===== src/ccu_params.svh =====
// Register map, field positions, encodings and reset values of the unit
`ifndef CCU_PARAMS_SVH
`define CCU_PARAMS_SVH
// Notes on behaviour
// - Capture copies selected 16-bit timer count
// - Mode picks fall, rise, 4th, 16th, any
// - Capture sets flag; only software clears
// - New capture silently overwrites old value
// - Source select: pin, comparators, pin change, cells
// - Pin level feeds detector even as output
// - Mode change may cause spurious capture
// - Prescaler cleared when off, non-capture, reset
// - Prescaler switch keeps count, may misfire
// - Async-counter timer need not serve unit
// - Capture keeps working in sleep
// - Compare value against selected timer continuously
// - Match action: toggle, set, clear, pulse
// - Match sets flag and conversion trigger
// - Modes 0001 and 1011 clear timer
// - Zero control write forces output latch low
// - Value register reached as two bytes
// - Timer select chooses first, third, fifth

// Byte offsets on the register bus
`define CCU_OFF_CONTROL   8'h00
`define CCU_OFF_VALUE_LOW 8'h04
`define CCU_OFF_VALUE_HI  8'h08
`define CCU_OFF_TSEL      8'h0c
`define CCU_OFF_FLAG      8'h10
`define CCU_OFF_ENABLE    8'h14

// Control register fields
`define CCU_CTL_MODE_MSB  3
`define CCU_CTL_MODE_LSB  0
`define CCU_CTL_ON_BIT    7
`define CCU_CTL_SRC_MSB   11
`define CCU_CTL_SRC_LSB   8

// Reset values
`define CCU_CONTROL_RESET 12'h000
`define CCU_TSEL_RESET    2'h1

// Mode codes
`define CCU_MODE_OFF      4'h0
`define CCU_MODE_TOG_CLR  4'h1
`define CCU_MODE_TOGGLE   4'h2
`define CCU_MODE_CAP_ANY  4'h3
`define CCU_MODE_CAP_FALL 4'h4
`define CCU_MODE_CAP_RISE 4'h5
`define CCU_MODE_CAP_R4   4'h6
`define CCU_MODE_CAP_R16  4'h7
`define CCU_MODE_SET      4'h8
`define CCU_MODE_CLEAR    4'h9
`define CCU_MODE_PULSE    4'ha
`define CCU_MODE_PULS_CLR 4'hb

// Trigger source codes below the logic cell range
`define CCU_SRC_PIN       4'h0
`define CCU_SRC_CMP1      4'h1
`define CCU_SRC_CMP2      4'h2
`define CCU_SRC_PCHG      4'h3

// Bus responses
`define CCU_RESP_OKAY     2'h0
`define CCU_RESP_SLVERR   2'h2
`endif


===== src/ccu_pkg.sv =====
// Shared types of the capture/compare unit
package ccu_pkg;

	// Capture edge qualification handed to the trigger stage
	typedef enum logic [2:0] {
		EDGE_NONE,
		EDGE_FALL,
		EDGE_RISE,
		EDGE_RISE4,
		EDGE_RISE16,
		EDGE_ANY
	} capture_edge_t;

endpackage


===== src/capture_trigger.sv =====
// Capture source select, synchroniser, edge detector and prescaler
`timescale 1ns/1ps
`include "ccu_params.svh"
module capture_trigger #(
	parameter int PRESCALE_WIDTH = 4
) (
	input  wire logic                  aclk,
	input  wire logic                  aresetn,
	input  wire logic [11:0]           source_raw,
	input  wire logic [3:0]            source_select,
	input  wire ccu_pkg::capture_edge_t edge_mode,
	input  wire logic                  prescale_clear,
	output logic                       capture_event
);

	if (PRESCALE_WIDTH < 4) begin : g_check
		$error("capture_trigger: PRESCALE_WIDTH must be at least 4");
	end

	typedef struct packed {
		logic [11:0]               sync1;
		logic [11:0]               sync2;
		logic                      prev;
		logic [PRESCALE_WIDTH-1:0] count;
		logic                      event_out;
	} trig_state_t;

	trig_state_t state_reg;
	trig_state_t state_next;
	logic        level;
	logic        rise;
	logic        fall;
	logic        fire;
	logic        prescaled;

	// Pick the synchronised source; reserved codes read as low
	always_comb begin
		case (source_select)
			`CCU_SRC_PIN:  level = state_reg.sync2[0];
			`CCU_SRC_CMP1: level = state_reg.sync2[1];
			`CCU_SRC_CMP2: level = state_reg.sync2[2];
			`CCU_SRC_PCHG: level = state_reg.sync2[3];
			default:       level = source_select[3] &
				state_reg.sync2[4 + {29'h0, source_select[2:0]}];
		endcase
	end

	// Edge detection by comparing successive samples
	assign rise = level & ~state_reg.prev;
	assign fall = ~level & state_reg.prev;
	assign prescaled = (edge_mode == ccu_pkg::EDGE_RISE4) ||
		(edge_mode == ccu_pkg::EDGE_RISE16);

	// Qualify the edge by mode and prescaler position
	always_comb begin
		case (edge_mode)
			ccu_pkg::EDGE_FALL:   fire = fall;
			ccu_pkg::EDGE_RISE:   fire = rise;
			ccu_pkg::EDGE_RISE4:  fire = rise &
				(state_reg.count[1:0] == 2'h3);
			ccu_pkg::EDGE_RISE16: fire = rise &
				(state_reg.count[3:0] == 4'hf);
			ccu_pkg::EDGE_ANY:    fire = rise | fall;
			default:              fire = 1'b0;
		endcase
	end

	// Next state: two-stage synchroniser, prescale count, event
	always_comb begin
		state_next = state_reg;
		state_next.sync1 = source_raw;
		state_next.sync2 = state_reg.sync1;
		state_next.prev = level;
		state_next.event_out = fire;
		if (prescale_clear) begin
			state_next.count = '0;
		end else if (rise && prescaled) begin
			// A prescaler switch keeps the count running
			state_next.count = state_reg.count + 1'b1;
		end
	end

	always_ff @(posedge aclk) begin
		if (!aresetn) begin
			state_reg <= '0;
		end else begin
			state_reg <= state_next;
		end
	end

	assign capture_event = state_reg.event_out;

endmodule


===== src/compare_action.sv =====
// Compare match output latch and timer clear request
`timescale 1ns/1ps
`include "ccu_params.svh"
module compare_action (
	input  wire logic       aclk,
	input  wire logic       aresetn,
	input  wire logic [3:0] mode,
	input  wire logic       match,
	input  wire logic       force_low,
	output logic            compare_out,
	output logic            clear_request,
	output logic            convert_request
);

	typedef struct packed {
		logic out;
		logic pulse_armed;
		logic clear_req;
		logic convert;
	} act_state_t;

	act_state_t state_reg;
	act_state_t state_next;

	// Act on a match; a zero control write wins over the match for the output latch
	always_comb begin
		state_next = state_reg;
		state_next.clear_req = 1'b0;
		state_next.convert = match;
		state_next.pulse_armed = 1'b0;
		if (state_reg.pulse_armed) begin
			state_next.out = 1'b0;
		end
		if (match) begin
			case (mode)
				`CCU_MODE_TOG_CLR: begin
					state_next.out = ~state_reg.out;
					state_next.clear_req = 1'b1;
				end
				`CCU_MODE_TOGGLE: state_next.out = ~state_reg.out;
				`CCU_MODE_SET:    state_next.out = 1'b1;
				`CCU_MODE_CLEAR:  state_next.out = 1'b0;
				`CCU_MODE_PULSE: begin
					state_next.out = 1'b1;
					state_next.pulse_armed = 1'b1;
				end
				`CCU_MODE_PULS_CLR: begin
					state_next.out = 1'b1;
					state_next.pulse_armed = 1'b1;
					state_next.clear_req = 1'b1;
				end
				default: state_next.out = state_reg.out;
			endcase
		end
		if (force_low) begin
			state_next.out = 1'b0;
			state_next.pulse_armed = 1'b0;
		end
	end

	always_ff @(posedge aclk) begin
		if (!aresetn) begin
			state_reg <= '0;
		end else begin
			state_reg <= state_next;
		end
	end

	assign compare_out = state_reg.out;
	assign clear_request = state_reg.clear_req;
	assign convert_request = state_reg.convert;

endmodule


===== src/capture_compare_unit.sv =====
// Capture/compare unit with its AXI4-Lite register slave
`timescale 1ns/1ps
`include "ccu_params.svh"
module capture_compare_unit #(
	parameter int COUNT_WIDTH    = 16,
	parameter int ADDR_WIDTH     = 8,
	parameter int PRESCALE_WIDTH = 4
) (
	input  wire logic                  aclk,
	input  wire logic                  aresetn,
	input  wire logic [ADDR_WIDTH-1:0] awaddr,
	input  wire logic                  awvalid,
	output logic                       awready,
	input  wire logic [31:0]           wdata,
	input  wire logic [3:0]            wstrb,
	input  wire logic                  wvalid,
	output logic                       wready,
	output logic [1:0]                 bresp,
	output logic                       bvalid,
	input  wire logic                  bready,
	input  wire logic [ADDR_WIDTH-1:0] araddr,
	input  wire logic                  arvalid,
	output logic                       arready,
	output logic [31:0]                rdata,
	output logic [1:0]                 rresp,
	output logic                       rvalid,
	input  wire logic                  rready,
	input  wire logic                  capture_pin,
	input  wire logic                  comparator_one_output,
	input  wire logic                  comparator_two_output,
	input  wire logic                  pin_change_interrupt,
	input  wire logic [7:0]            logic_cell_output,
	input  wire logic [2:0][15:0]      timebase_count,
	input  wire logic [2:0]            timer_sync_mode,
	output logic [2:0]                 timer_clear,
	output logic                       compare_out,
	output logic                       conversion_trigger,
	output logic                       unit_event_flag,
	output logic                       unit_event_enable
);

	// Elaboration checks on parameters the logic cannot serve
	if (COUNT_WIDTH != 16) begin : g_check_count
		$error("capture_compare_unit: COUNT_WIDTH must be 16");
	end
	if (ADDR_WIDTH < 5) begin : g_check_addr
		$error("capture_compare_unit: ADDR_WIDTH must be >= 5");
	end

	// Register indices returned by the address decoder
	localparam logic [2:0] IDX_CONTROL = 3'h0;
	localparam logic [2:0] IDX_LOW     = 3'h1;
	localparam logic [2:0] IDX_HIGH    = 3'h2;
	localparam logic [2:0] IDX_TSEL    = 3'h3;
	localparam logic [2:0] IDX_FLAG    = 3'h4;
	localparam logic [2:0] IDX_ENABLE  = 3'h5;
	localparam logic [2:0] IDX_NONE    = 3'h7;

	typedef struct packed {
		logic [11:0]           control;
		logic [15:0]           value;
		logic [1:0]            tsel;
		logic                  flag;
		logic                  enable;
		logic                  aw_held;
		logic [ADDR_WIDTH-1:0] aw_addr;
		logic                  w_held;
		logic [31:0]           w_data;
		logic [3:0]            w_strb;
		logic                  bvalid;
		logic [1:0]            bresp;
		logic                  rvalid;
		logic [31:0]           rdata;
		logic [1:0]            rresp;
		logic                  match_prev;
	} unit_state_t;

	unit_state_t state_reg;
	unit_state_t state_next;

	// Map a byte address onto a register index
	function automatic logic [2:0] reg_index(
		input logic [ADDR_WIDTH-1:0] addr
	);
		logic [ADDR_WIDTH-1:0] a;
		a = addr;
		if (a == ADDR_WIDTH'(`CCU_OFF_CONTROL)) begin
			reg_index = IDX_CONTROL;
		end else if (a == ADDR_WIDTH'(`CCU_OFF_VALUE_LOW)) begin
			reg_index = IDX_LOW;
		end else if (a == ADDR_WIDTH'(`CCU_OFF_VALUE_HI)) begin
			reg_index = IDX_HIGH;
		end else if (a == ADDR_WIDTH'(`CCU_OFF_TSEL)) begin
			reg_index = IDX_TSEL;
		end else if (a == ADDR_WIDTH'(`CCU_OFF_FLAG)) begin
			reg_index = IDX_FLAG;
		end else if (a == ADDR_WIDTH'(`CCU_OFF_ENABLE)) begin
			reg_index = IDX_ENABLE;
		end else begin
			reg_index = IDX_NONE;
		end
	endfunction

	// Timer select code to timer slot; the reserved code means the first
	function automatic logic [1:0] timer_slot(input logic [1:0] tsel);
		case (tsel)
			2'h2:    timer_slot = 2'h1;
			2'h3:    timer_slot = 2'h2;
			default: timer_slot = 2'h0;
		endcase
	endfunction

	// Capture edge implied by a mode code; others are not capture
	function automatic ccu_pkg::capture_edge_t mode_edge(
		input logic [3:0] mode
	);
		case (mode)
			`CCU_MODE_CAP_ANY:  mode_edge = ccu_pkg::EDGE_ANY;
			`CCU_MODE_CAP_FALL: mode_edge = ccu_pkg::EDGE_FALL;
			`CCU_MODE_CAP_RISE: mode_edge = ccu_pkg::EDGE_RISE;
			`CCU_MODE_CAP_R4:   mode_edge = ccu_pkg::EDGE_RISE4;
			`CCU_MODE_CAP_R16:  mode_edge = ccu_pkg::EDGE_RISE16;
			default:            mode_edge = ccu_pkg::EDGE_NONE;
		endcase
	endfunction

	// True for the six compare action codes
	function automatic logic is_compare(input logic [3:0] mode);
		case (mode)
			`CCU_MODE_TOG_CLR, `CCU_MODE_TOGGLE, `CCU_MODE_SET,
			`CCU_MODE_CLEAR, `CCU_MODE_PULSE, `CCU_MODE_PULS_CLR:
				is_compare = 1'b1;
			default: is_compare = 1'b0;
		endcase
	endfunction

	logic [3:0]             mode;
	logic                   unit_on;
	logic [1:0]             slot;
	logic [15:0]            count;
	logic                   timer_ok;
	ccu_pkg::capture_edge_t edge_mode;
	logic                   capture_event;
	logic                   capture_take;
	logic                   match_now;
	logic                   match;
	logic                   write_now;
	logic [2:0]             write_idx;
	logic                   zero_write;
	logic                   clear_request;
	logic                   convert_request;
	logic [11:0]            control_written;

	// Control decode and selected timer
	assign mode = state_reg.control[`CCU_CTL_MODE_MSB:`CCU_CTL_MODE_LSB];
	assign unit_on = state_reg.control[`CCU_CTL_ON_BIT];
	assign slot = timer_slot(state_reg.tsel);
	assign count = timebase_count[slot];
	// Async-counter timers are not served
	assign timer_ok = timer_sync_mode[slot];
	assign edge_mode = unit_on ? mode_edge(mode) : ccu_pkg::EDGE_NONE;

	// Trigger stage; mode changes are not masked, so they may fire
	capture_trigger #(
		.PRESCALE_WIDTH (PRESCALE_WIDTH)
	) u_trigger (
		.aclk           (aclk),
		.aresetn        (aresetn),
		.source_raw     ({logic_cell_output, pin_change_interrupt,
			comparator_two_output, comparator_one_output,
			capture_pin}),
		.source_select  (state_reg.control[`CCU_CTL_SRC_MSB:
			`CCU_CTL_SRC_LSB]),
		.edge_mode      (edge_mode),
		.prescale_clear (edge_mode == ccu_pkg::EDGE_NONE),
		.capture_event  (capture_event)
	);

	// Capture is not gated by sleep, only by the timer mode and an active capture mode
	assign capture_take = capture_event & timer_ok &
		(edge_mode != ccu_pkg::EDGE_NONE);

	// Continuous compare; act once as equality begins
	assign match_now = unit_on & is_compare(mode) & timer_ok &
		(state_reg.value == count);
	assign match = match_now & ~state_reg.match_prev;

	// Pending write and the control value it would leave
	assign write_now = state_reg.aw_held & state_reg.w_held;
	assign write_idx = reg_index(state_reg.aw_addr);
	assign control_written = {
		state_reg.w_strb[1] ? state_reg.w_data[11:8] :
			state_reg.control[11:8],
		state_reg.w_strb[0] ? state_reg.w_data[7:0] :
			state_reg.control[7:0]};
	assign zero_write = write_now && (write_idx == IDX_CONTROL) &&
		(control_written == 12'h000);

	compare_action u_action (
		.aclk            (aclk),
		.aresetn         (aresetn),
		.mode            (mode),
		.match           (match),
		.force_low       (zero_write),
		.compare_out     (compare_out),
		.clear_request   (clear_request),
		.convert_request (convert_request)
	);

	// Bus handshakes, register writes, captures and the event flag
	always_comb begin
		state_next = state_reg;
		state_next.match_prev = match_now;
		if (awvalid && awready) begin
			state_next.aw_held = 1'b1;
			state_next.aw_addr = awaddr;
		end
		if (wvalid && wready) begin
			state_next.w_held = 1'b1;
			state_next.w_data = wdata;
			state_next.w_strb = wstrb;
		end
		if (bvalid && bready) begin
			state_next.bvalid = 1'b0;
		end
		if (write_now) begin
			state_next.aw_held = 1'b0;
			state_next.w_held = 1'b0;
			state_next.bvalid = 1'b1;
			state_next.bresp = (write_idx == IDX_NONE) ?
				`CCU_RESP_SLVERR : `CCU_RESP_OKAY;
			case (write_idx)
				IDX_CONTROL: state_next.control = control_written;
				IDX_LOW: if (state_reg.w_strb[0]) begin
					state_next.value[7:0] = state_reg.w_data[7:0];
				end
				IDX_HIGH: if (state_reg.w_strb[0]) begin
					state_next.value[15:8] = state_reg.w_data[7:0];
				end
				IDX_TSEL: if (state_reg.w_strb[0]) begin
					state_next.tsel = state_reg.w_data[1:0];
				end
				IDX_FLAG: if (state_reg.w_strb[0] &&
					!state_reg.w_data[0]) begin
					state_next.flag = 1'b0;
				end
				IDX_ENABLE: if (state_reg.w_strb[0]) begin
					state_next.enable = state_reg.w_data[0];
				end
				default: state_next.bresp = `CCU_RESP_SLVERR;
			endcase
		end
		// Capture after any write: newest count always lands
		if (capture_take) begin
			state_next.value = count;
		end
		// Hardware set wins over a software clear
		if (capture_take || match) begin
			state_next.flag = 1'b1;
		end
		if (rvalid && rready) begin
			state_next.rvalid = 1'b0;
		end
		if (arvalid && arready) begin
			state_next.rvalid = 1'b1;
			state_next.rresp = `CCU_RESP_OKAY;
			state_next.rdata = 32'h0000_0000;
			case (reg_index(araddr))
				IDX_CONTROL: state_next.rdata[11:0] = state_reg.control;
				IDX_LOW:  state_next.rdata[7:0] = state_reg.value[7:0];
				IDX_HIGH: state_next.rdata[7:0] = state_reg.value[15:8];
				IDX_TSEL: state_next.rdata[1:0] = state_reg.tsel;
				IDX_FLAG: state_next.rdata[0] = state_reg.flag;
				IDX_ENABLE: state_next.rdata[0] = state_reg.enable;
				default: state_next.rresp = `CCU_RESP_SLVERR;
			endcase
		end
	end

	always_ff @(posedge aclk) begin
		if (!aresetn) begin
			state_reg <= '0;
			state_reg.control <= `CCU_CONTROL_RESET;
			state_reg.tsel <= `CCU_TSEL_RESET;
		end else begin
			state_reg <= state_next;
		end
	end

	// Bus ready terms: one write and one read in flight
	assign awready = ~state_reg.aw_held & ~state_reg.bvalid;
	assign wready = ~state_reg.w_held & ~state_reg.bvalid;
	assign arready = ~state_reg.rvalid;
	assign bvalid = state_reg.bvalid;
	assign bresp = state_reg.bresp;
	assign rvalid = state_reg.rvalid;
	assign rdata = state_reg.rdata;
	assign rresp = state_reg.rresp;

	// Timer clear goes to the timer selected now
	assign timer_clear = clear_request ? (3'h1 << slot) : 3'h0;
	assign conversion_trigger = convert_request;
	assign unit_event_flag = state_reg.flag;
	assign unit_event_enable = state_reg.enable;

endmodule


===== config.mk =====
export PLATFORM = sky130hd
export DESIGN_NAME = capture_compare_unit
export DESIGN_NICKNAME = d
export VERILOG_FILES = /design/src/ccu_pkg.sv /design/src/capture_trigger.sv /design/src/compare_action.sv /design/src/capture_compare_unit.sv
export VERILOG_INCLUDE_DIRS = /design/src
export SDC_FILE = /design/constraint.sdc
export NUM_CORES = 1
export LEC_CHECK = 0
export ABC_AREA = 1
export BUFFER_PORTS_ARGS = -buffer_cell sky130_fd_sc_hd__buf_2
export CAP_MARGIN = 0
export CORE_ASPECT_RATIO = 0.7
export CORE_MARGIN = 5
export CORE_UTILIZATION = 40
export DETAILED_ROUTE_END_ITERATION = 10
export GPL_TIMING_DRIVEN = 0
export PLACE_DENSITY = 0.63
export SETUP_SLACK_MARGIN = 0.1
export SYNTH_ARGS = -nofsm -noshare
export SYNTH_HDL_FRONTEND = slang
export SYNTH_SLANG_ARGS = --single-unit

===== constraint.sdc =====
create_clock -name aclk -period 3.22 [get_ports aclk]
set_clock_uncertainty 0.05 [all_clocks]
set_input_delay 0.644 -clock aclk [delete_from_list [all_inputs] [get_ports aclk]]
set_output_delay 0.644 -clock aclk [all_outputs]
set_load 0.02 [all_outputs]

==> key figures, run 1 <==
Clocking
  • Clock transition at path regs: roughly 80 ps
  • Worst skew pair latency: around 360 ps
  • Maximum clock path buffer count: 2
  • Post-CTS Setup Repair Bufs: 0
  • Total CTS buffers: 9
  • Post-CTS sizing: 0
  • CTS sink cnt: 107
  • CTS root buffer: clkbuf_16
  • H-Tree Level Count: 3
  • CTS tree: built
  • Hold buffers post-CTS: 0

Placed design
  • Gp weighted congestion: 0.9578
  • Setup WS pre-CTS: 718.0 ps
  • Port-buffer cells: about 130
  • Post-DP Area: 0.006751 sq mm
  • Cells after DPL: 1225
  • DP HPWL: between 10 and 15 mm

Finish
  • Utilization after layout: around half
  • Layout cells sized above 1: 21.22%
  • Layout overhead on the synthesized area: 21.62%
  • Fin cells: ~1.2k
  • Max reg flops: 51
  • Design area: approximately 0.0071 sq mm
  • Net count, final: about 1.2k
  • ANT cells: 0
  • Leading cell type in the layout, fill and taps excluded: nand2_1
  • Most frequent cells in the layout: nand2_1 (178), inv_1 (141), buf_2 (129)

Synth
  • Synth warnings: 0
  • Async SR Flop Fraction: 0%
  • Netlist Area Pre-Place: between 0.005 and 0.006 sq mm
  • Synth unique cells: 42
  • Post-synth top area cell: dfxtp_1
  • Mean Syn Cell Area: approximately 6.5 sq um
  • Post-synthesis cell count: about 900
  • Synth Register Bits: 107
  • Top_reg_cell synth: dfxtp_1
  • Number of enable flip-flop cells after synthesis: 0
  • Top cells by area, synth: dfxtp_1 (37%), nand2_1 (12%), inv_1 (9.1%)
  • Yosys top cell area share: approximately 37%
  • Sequential element share of the synthesized area: 36.87%

Worst hold path
  • WHS Endpoint: u_trigger.state_reg[15]$_SDFF_PN0_
  • Hold_sp: u_trigger.state_next[15]$_SDFF_PN0_
  • Worst hold stages: 2
  • Hold crit path type: flip-flop to flip-flop

STA
  • Fmax: 382.2 MHz
  • Final period utilization: 81.25%
  • Max Slew Vio Count: 0
  • Hold Slack: approximately 370 ps
  • # setup viols final: 0
  • Final setup TNS: 0 ps
  • Slew headroom: between 50% and 60%
  • RSZ-0062 raised after global routing: no
  • Final Hold Vio Count: 0
  • Setup ws final: 603.7 ps
  • Post-layout min period: roughly 2600 ps
  • Actual slew at the worst max-slew pin: 721.7 ps

Die
  • Initial Utilization: 41.21%
  • Die Area: 0.01707 sq mm
  • Chip Width: 154.0 um
  • Die Span Y: about 110 um
  • Row count: 36
  • IO Count: 170
  • Core Area: 0.01410 sq mm

Power
  • VDD IR max: 0.0002754 V
  • Total power: 2.946 mW
  • PwrDens: roughly 420 mW/mm^2
  • Leak pwr: about 3.6 nW

Worst setup path
  • CP top delay family: simple AND/OR/NAND/NOR gates
  • Arrival @ worst endpoint: around 2800 ps
  • Reg2Reg Setup Slack: 600 ps
  • Most used cell, CP: nand2_1
  • Buffers and inverters on the worst path: 2
  • Worst-path fanout max: 10
  • Startpoint types: flip-flop
  • Critical Path Slowest Stage Cell: dfxtp_1
  • CP startpoint: state_reg[88]$_SDFFE_PN0P_
  • Worst path required time: approximately 3400 ps
  • Worst r2r dst: u_action.clear_request$_SDFF_PN0_
  • Critical path type: flip-flop to flip-flop
  • Worst setup EP type: flip-flop
  • Worst path max stage delay: 470 ps
  • Worst r2r path cells: 13
  • Reg-to-Reg Start: state_reg[88]$_SDFFE_PN0P_
  • Crit path cell chain: nand2_1 > inv_2 > buf_4 > nand2_1 > nand3_2 > nand2_1 > nand2_1 > nand2_1 > nor2_1 > nand3_1 > nor2_2 > nand3_1 > a21oi_1

Detailed routing
  • Final WL: 17.83 mm
  • DR WL/cell: 14.37 um
  • Remaining antenna violation count after routing: 0
  • DRT Pass-1 Iters: 7
  • Via density: 4.787
  • Total number of vias: approximately 6k
  • Initial DRC count: 520
  • Drt drc: 0

Run
  • Max Cap Viol: 0

Global route
  • First-pass GRT wire length: 28.62 mm
  • Largest net degree at the start of global routing: 23
  • Total gr overflow: 0
  • GRT Overall Usage: 20.61%
  • Vias in the first global route: 5541
  • Initial antenna violation count: 0

Run status
  • Outcome: completed
per-layer routing:
| metal | GRT usage (%) | part of all wire [%] | vias up |
|---|---|---|---|
| li1 | - | - | 3089 |
| met1 | 31.88 | 49 | 2592 |
| met2 | 28.87 | 40 | 240 |
| met3 | 4.838 | 10 | 20 |
| met4 | 4.118 | 1.2 | 0 |
| met5 | 0 | 0 | - |
power by group:
part | internal (mW) | switching, mW
logic | 0.151 | 0.253
registers | 1.37 | 0.0273
clock network | 0.563 | 0.578
total | 2.09 | 0.859
Yosys cell counts (all sizes together), types with 6 or more instances:
library cell	count
nand3	71
buf	44
a21oi	51
o22ai	9
nand4	22
nor3	14
or2	17
o21ai	70
inv	144
dfxtp	107
clkbuf	23
nor2	101
nand2	186
a211oi	6
how the worst max path moves through the flow:
stage,to,slack (ps),cells after the start
after floorplan,u_trigger.capture_event$_SDFF_PN0_,1140,15
after global placement,u_action.clear_request$_SDFF_PN0_,720,13
after detailed placement,u_action.clear_request$_SDFF_PN0_,720,13
after CTS,u_action.clear_request$_SDFF_PN0_,690,13
after global routing,u_trigger.capture_event$_SDFF_PN0_,290,15
final,u_action.clear_request$_SDFF_PN0_,600,13
tightest hold or removal path, delay by kind of cell (launching register included):
kind / cells / cell delay, ps
buf+inv: 1 / 40
flops: 1 / 310
simple gates: 1 / 40
layout make-up:
type	instances	area (sq um)
Buffer	67	406.6
Clock buffer	9	225.2
Fill cell	1522	7033
Inverter	146	548.0
Multi-Input combinational cell	590	2791
Sequential cell	107	2142
Tap cell	190	237.7
Timing Repair Buffer	125	625.6
Clock inverter	7	88.84
cell families (layout without fill, tap and decap cells):
kind of cell | after synthesis | in the layout | share of synthesized area [%]
adder cells (fa/ha/maj) | 3 | 3 | 0.6462
other | 1 | 22 | 0.06455
buffers and inverters | 213 | 354 | 16.43
flip-flops | 107 | 107 | 36.87
XOR/XNOR | 1 | 1 | 0.1508
AND/OR/NAND/NOR | 415 | 415 | 31.81
AO/OA/AOI/OAI | 149 | 149 | 14.02
Power figures use the tool's default switching activity.
==> inputs of run 2 (changes only) <==
==> constraint.sdc (replaced) <==
create_clock -name aclk -period 2.5 [get_ports aclk]
set_clock_uncertainty 0.05 [all_clocks]
set_input_delay 0.5 -clock aclk [delete_from_list [all_inputs] [get_ports aclk]]
set_output_delay 0.5 -clock aclk [all_outputs]
set_load 0.02 [all_outputs]
==> run 2 against run 1 <==
Effect of this change: clock power grew 29%; cell count is the same; sequential share of layout area decreased by 0.15 points; flip-flop and latch count unchanged; critical path depth down 2; worst hold slack got worse by 100 ps; die area stayed put; wire length about the same; maximum frequency up 16%; register-to-register slack lost 360 ps; sequential power rose by 29%; critical endpoint unchanged; largest power group unchanged.
==> key figures, run 2 (synthesis results as in run 1) <==
Worst setup path
  • Most used cell, CP: nand2_1
  • Arrival @ worst endpoint: 2480 ps (-320 ps)
  • Startpoint types: flip-flop
  • Critical Path Slowest Stage Cell: dfxtp_4
  • Critical path type: flip-flop to flip-flop
  • CP top delay family: simple AND/OR/NAND/NOR gates
  • Worst path required time: 2720 ps (-680 ps)
  • Worst path max stage delay: 380 ps (-90 ps)
  • Worst setup EP type: flip-flop
  • Buffers and inverters on the worst path: 1 (-1)
  • Crit path cell chain: clkbuf_1 > or2_2 > nand3_2 > nand2_1 > nand2_1 > nand2_1 > nor2_1 > nand3_1 > nor2_4 > nand3_2 > a21oi_4
  • Worst-path fanout max: 10 (unchanged)

Power
  • PwrDens: 533.2 mW/mm^2 (+28%)
  • VDD IR max: 0.0003547 V (+29%)
  • Leak pwr: 3.569 nW (+0.33%)

STA
  • Final period utilization: 90.21% (+9.0 points)
  • Hold Slack: 264.4 ps (-102.8 ps)
  • Slew headroom: 52.38% (+0.94 points)
  • Fmax: 443.4 MHz (+16%)
  • RSZ-0062 raised after global routing: yes
  • Final setup TNS: 0 ps (unchanged)
  • # setup viols final: 0 (unchanged)
  • Post-layout min period: 2255 ps (-361.1 ps)
  • Max Slew Vio Count: 0 (unchanged)
  • Final Hold Vio Count: 0 (unchanged)
  • Actual slew at the worst max-slew pin: 714.3 ps (-7.377 ps)

Worst hold path
  • Hold crit path type: input pin to flip-flop

Clocking
  • H-Tree Level Count: 3 (unchanged)
  • Post-CTS Setup Repair Bufs: 0 (unchanged)
  • CTS root buffer: clkbuf_16
  • CTS tree: built
  • Clock transition at path regs: 80 ps (about the same)
  • Maximum clock path buffer count: 2 (unchanged)
  • Worst skew pair latency: 360 ps (about the same)
  • Total CTS buffers: 9 (unchanged)
  • CTS sink cnt: 107 (unchanged)

Detailed routing
  • Total number of vias: 5972 (+0.52%)
  • Drt drc: 0 (unchanged)
  • Final WL: 17.82 mm (about the same)
  • DRT Pass-1 Iters: 5 (-2)
  • Via density: 4.812 (+0.52%)
  • Remaining antenna violation count after routing: 0 (unchanged)
  • Initial DRC count: 544 (+4.6%)
  • DR WL/cell: 14.36 um (about the same)

Finish
  • Layout cells sized above 1: 22.45% (+1.2 points)
  • Most frequent cells in the layout: nand2_1 (175), inv_1 (141), buf_2 (129)
  • Max reg flops: 51 (unchanged)
  • Design area: 0.007121 sq mm (+0.78%)
  • Leading cell type in the layout, fill and taps excluded: nand2_1
  • ANT cells: 0 (unchanged)
  • Layout overhead on the synthesized area: 22.57%
  • Filler cell count: 1520 (-0.13%)
  • Net count, final: 1171 (unchanged)
  • Utilization after layout: 50.51% (+0.39 points)

Die
  • Die Span Y: 110.8 um (unchanged)
  • Row count: 36 (unchanged)
  • Die Area: 0.01707 sq mm (unchanged)
  • Chip Width: 154.0 um (unchanged)
  • IO Count: 170 (unchanged)
  • Initial Utilization: 41.21% (unchanged)
  • Core Area: 0.01410 sq mm (unchanged)

Run status
  • Outcome: completed

Global route
  • First-pass GRT wire length: 28.64 mm (about the same)
  • Total gr overflow: 0 (unchanged)
  • Largest net degree at the start of global routing: 23 (unchanged)
  • GRT Overall Usage: 20.61% (about the same)
  • Initial antenna violation count: 0 (unchanged)
  • Vias in the first global route: 5543 (+0.036%)

Placed design
  • DP HPWL: 14.12 mm (unchanged)
  • Post-DP Area: 0.006751 sq mm (unchanged)
  • Gp weighted congestion: 0.9578 (unchanged)
  • Port-buffer cells: 125 (unchanged)

Run
  • Max Cap Viol: 0 (unchanged)
==> run 2: cell counts in the layout (fill, tap and decap cells not counted) <==
Identical to the previous run, type by type.
==> run 2: metal layers <==
metal | vias up | part of all wire (%) | GRT usage, %
met5 | - | 0 | 0
met4 | 0 | 1.4 | 4.118
met3 | 23 | 9.7 | 4.838
met2 | 236 | 40 | 28.87
met1 | 2629 | 49 | 31.90
li1 | 3084 | - | -
==> run 2: worst paths after layout <==
check | startpoint | to | slack (ps) | cells past startpoint
min reg2reg | u_trigger.state_next[15]$_SDFF_PN0_ | u_trigger.state_reg[15]$_SDFF_PN0_ | 370 | 2
min | comparator_one_output | u_trigger.state_next[7]$_SDFF_PN0_ | 260 | 3
max reg2reg | state_reg[88]$_SDFFE_PN0P_ | u_action.clear_request$_SDFF_PN0_ | 240 | 11
max | state_reg[88]$_SDFFE_PN0P_ | u_action.clear_request$_SDFF_PN0_ | 240 | 11
==> run 2: area by class of cell <==
cell class              instances  area, sq um  area share [%]
well taps                     190        237.7           3.339
clock buffers                   9        225.2           3.163
flip-flops and latches        107         2148           30.17
clock inverters                 7        88.84           1.248
plain buffers                  67        411.6           5.781
repair buffers                125        625.6           8.786
inverters                     146        548.0           7.696
multi-input cells             590         2835           39.82
==> run 2: metrics by stage <==
step	power, mW	worst slack (ps)	instances
after floorplan	2.176	416.0	910
after global placement	2.356	2.036	1225
after detailed placement	2.358	-1.963	1225
after CTS	3.830	58.64	1241
after global routing	3.972	79.05	1241
final	3.797	244.8	1241
==> run 2: repair_timing <==
action / CTS / global route
pin swaps: 0 / 1
hold buffers: 0 / 0
endpoints found under the setup margin: 4 / 20
gates resized for setup: 2 / 19
==> run 2: where the power goes <==
group / leakage (nW) / switching [mW] / internal, mW
sequential: 0.875 / 0.0352 / 1.77
clock: 0.152 / 0.746 / 0.725
combinational: 2.54 / 0.328 / 0.195
==> run 2: worst register-to-register path: stages, from the launching register on <==
cell      delay (ps)
dfxtp_4          380
clkbuf_1         220
or2_2            370
nand3_2           90
nand2_1           50
nand2_1          140
nand2_1           80
nor2_1           170
nand3_1          150
nor2_4           160
nand3_2          130
a21oi_4          190
==> inputs of run 3 (changes only) <==
--- a/config.mk
+++ b/config.mk
@@ -13,7 +13,6 @@
 export CORE_MARGIN = 5
 export CORE_UTILIZATION = 40
 export DETAILED_ROUTE_END_ITERATION = 10
-export GPL_TIMING_DRIVEN = 0
 export PLACE_DENSITY = 0.63
 export SETUP_SLACK_MARGIN = 0.1
 export SYNTH_ARGS = -nofsm -noshare
==> run 3 against run 2 <==
Effect of this change: critical path depth stayed put; non-clock buffer count decreased by 46; critical endpoint is now u_trigger.state_reg[1]$_SDFFE_PP0P_; wire length fell by 6.5%; first-iteration DRC count is 8.8% lower; flip-flop and latch count unchanged.
==> key figures, run 3 (synthesis results as in run 1) <==
Run status
  • Outcome: completed

Detailed routing
  • DRT Pass-1 Iters: 6 (+1)
  • Via density: 4.810 (about the same)
  • DR WL/cell: 13.93 um (-3.0%)
  • Final WL: 16.66 mm (-6.5%)
  • Initial DRC count: 496 (-8.8%)
  • Drt drc: 0 (unchanged)
  • Total number of vias: 5753 (-3.7%)
  • Remaining antenna violation count after routing: 0 (unchanged)

Die
  • Row count: 36 (unchanged)
  • Chip Width: 154.0 um (unchanged)
  • Die Area: 0.01707 sq mm (unchanged)
  • Die Span Y: 110.8 um (unchanged)
  • Initial Utilization: 41.21% (unchanged)
  • Core Area: 0.01410 sq mm (unchanged)
  • IO Count: 170 (unchanged)

Clocking
  • Hold buffers post-CTS: 0 (unchanged)
  • H-Tree Level Count: 3 (unchanged)
  • Total CTS buffers: 9 (unchanged)
  • CTS sink cnt: 107 (unchanged)
  • Post-CTS Setup Repair Bufs: 0 (unchanged)
  • Post-CTS sizing: 0 (-2)
  • Clock transition at path regs: 80 ps (about the same)
  • Maximum clock path buffer count: 2 (unchanged)
  • CTS root buffer: clkbuf_16
  • Worst skew pair latency: 360 ps (about the same)
  • CTS tree: built

Global route
  • Largest net degree at the start of global routing: 30 (+30%)
  • Vias in the first global route: 5176 (-6.6%)
  • Initial antenna violation count: 1 (+1)
  • GRT Overall Usage: 19.31% (-1.3 points)
  • Total gr overflow: 0 (unchanged)
  • First-pass GRT wire length: 26.81 mm (-6.4%)

Finish
  • Net count, final: 1125 (-3.9%)
  • Design area: 0.006844 sq mm (-3.9%)
  • Fin cells: 1196 (-3.6%)
  • Utilization after layout: 48.54% (-2.0 points)
  • Most frequent cells in the layout: nand2_1 (177), inv_1 (141), buf_2 (125)
  • Max reg flops: 51 (unchanged)
  • Layout overhead on the synthesized area: 17.81%
  • Leading cell type in the layout, fill and taps excluded: nand2_1
  • Layout cells sized above 1: 20.40% (-2.1 points)

Run
  • Max Cap Viol: 0 (unchanged)

Worst setup path
  • CP startpoint: state_reg[113]$_SDFFE_PN0P_
  • Worst-path fanout max: 8 (-2)
  • Critical Path Slowest Stage Cell: dfxtp_2
  • Crit path cell chain: inv_1 > nor2_1 > a22oi_1 > nand3_1 > nand2_1 > a211o_1 > inv_1 > ha_1 > nand2_1 > or2_2 > a21oi_1
  • Arrival @ worst endpoint: 2410 ps (-70 ps)
  • Reg-to-Reg Start: state_reg[113]$_SDFFE_PN0P_
  • Worst path max stage delay: 410 ps (+30 ps)
  • Worst setup EP type: flip-flop
  • Critical path type: flip-flop to flip-flop
  • Worst path required time: 2740 ps (+20 ps)
  • Startpoint types: flip-flop

STA
  • # setup viols final: 0 (unchanged)
  • Post-layout min period: 2169 ps (-85.84 ps)
  • Final period utilization: 86.77% (-3.4 points)
  • Final Hold Vio Count: 0 (unchanged)
  • Slew headroom: 59.37% (+7.0 points)
  • Hold Slack: 264.3 ps (-0.1620 ps)
  • Actual slew at the worst max-slew pin: 608.6 ps (-105.7 ps)
  • Final setup TNS: 0 ps (unchanged)
  • Setup ws final: 330.7 ps (+85.84 ps)
  • RSZ-0062 raised after global routing: no
  • Max Slew Vio Count: 0 (unchanged)
  • Fmax: 461.0 MHz (+4.0%)

Power
  • Total power: 3.735 mW (-1.6%)
  • Leak pwr: 3.406 nW (-4.6%)
  • PwrDens: 545.7 mW/mm^2 (+2.3%)
  • VDD IR max: 0.0003713 V (+4.7%)

Worst hold path
  • Hold_sp: logic_cell_output[0]
  • Hold crit path type: input pin to flip-flop

Placed design
  • Setup WS pre-CTS: 211.8 ps (+213.8 ps)
  • DP HPWL: 13.02 mm (-7.8%)
  • Cells after DPL: 1179 (-3.8%)
  • Post-DP Area: 0.006528 sq mm (-3.3%)
  • Gp weighted congestion: 1.006 (+5.1%)
  • Port-buffer cells: 125 (unchanged)
## run 3: cell count changes in the layout (fill, tap and decap cells not counted), moves of 2 or more
cell	change
nor2_4	-2
clkbuf_1	-21
buf_2	-4
nor2_1	+2
nand2_2	-2
buf_12	+2
inv_6	+2
buf_4	-19
nand2_1	+2
## run 3: final timing paths
check	slack, ps	endpoint	depth (start not counted)
worst max-delay path	330	u_trigger.state_reg[1]$_SDFFE_PP0P_	11
worst min-delay path	260	u_trigger.state_next[10]$_SDFF_PN0_	3
worst max register to register	330	u_trigger.state_reg[1]$_SDFFE_PP0P_	11
worst min register to register	370	u_trigger.state_reg[13]$_SDFF_PN0_	2
## run 3: critical path, delay by kind of cell (launching register included)
kind | cells | cell delay, ps
AND/OR/NAND/NOR | 5 | 780
AO/OA/AOI/OAI | 3 | 540
flip-flops | 1 | 410
buffers and inverters | 2 | 170
adder cells (fa/ha/maj) | 1 | 150
## run 3: power by group
group | switching [mW] | leakage (nW) | internal (mW)
Combinational | 0.302 | 2.38 | 0.174
Sequential | 0.0446 | 0.875 | 1.77
Clock | 0.729 | 0.148 | 0.717
## run 3: area by class of cell
cell class | instances | area [sq um]
fill | 1492 | 7254
multi-input combinational | 590 | 2799
sequential | 107 | 2145
timing repair buffer | 146 | 808.3
inverter | 146 | 548.0
tap | 190 | 237.7
clock buffer | 9 | 225.2
clock inverter | 7 | 78.83
antenna | 1 | 2.502
## run 3: routing by layer
metal  global-route usage, %  wire length [um]
met1                   29.49              8073
met2                   26.40              6610
met3                   5.267              1739
met4                   4.941               234
met5                       0                 0
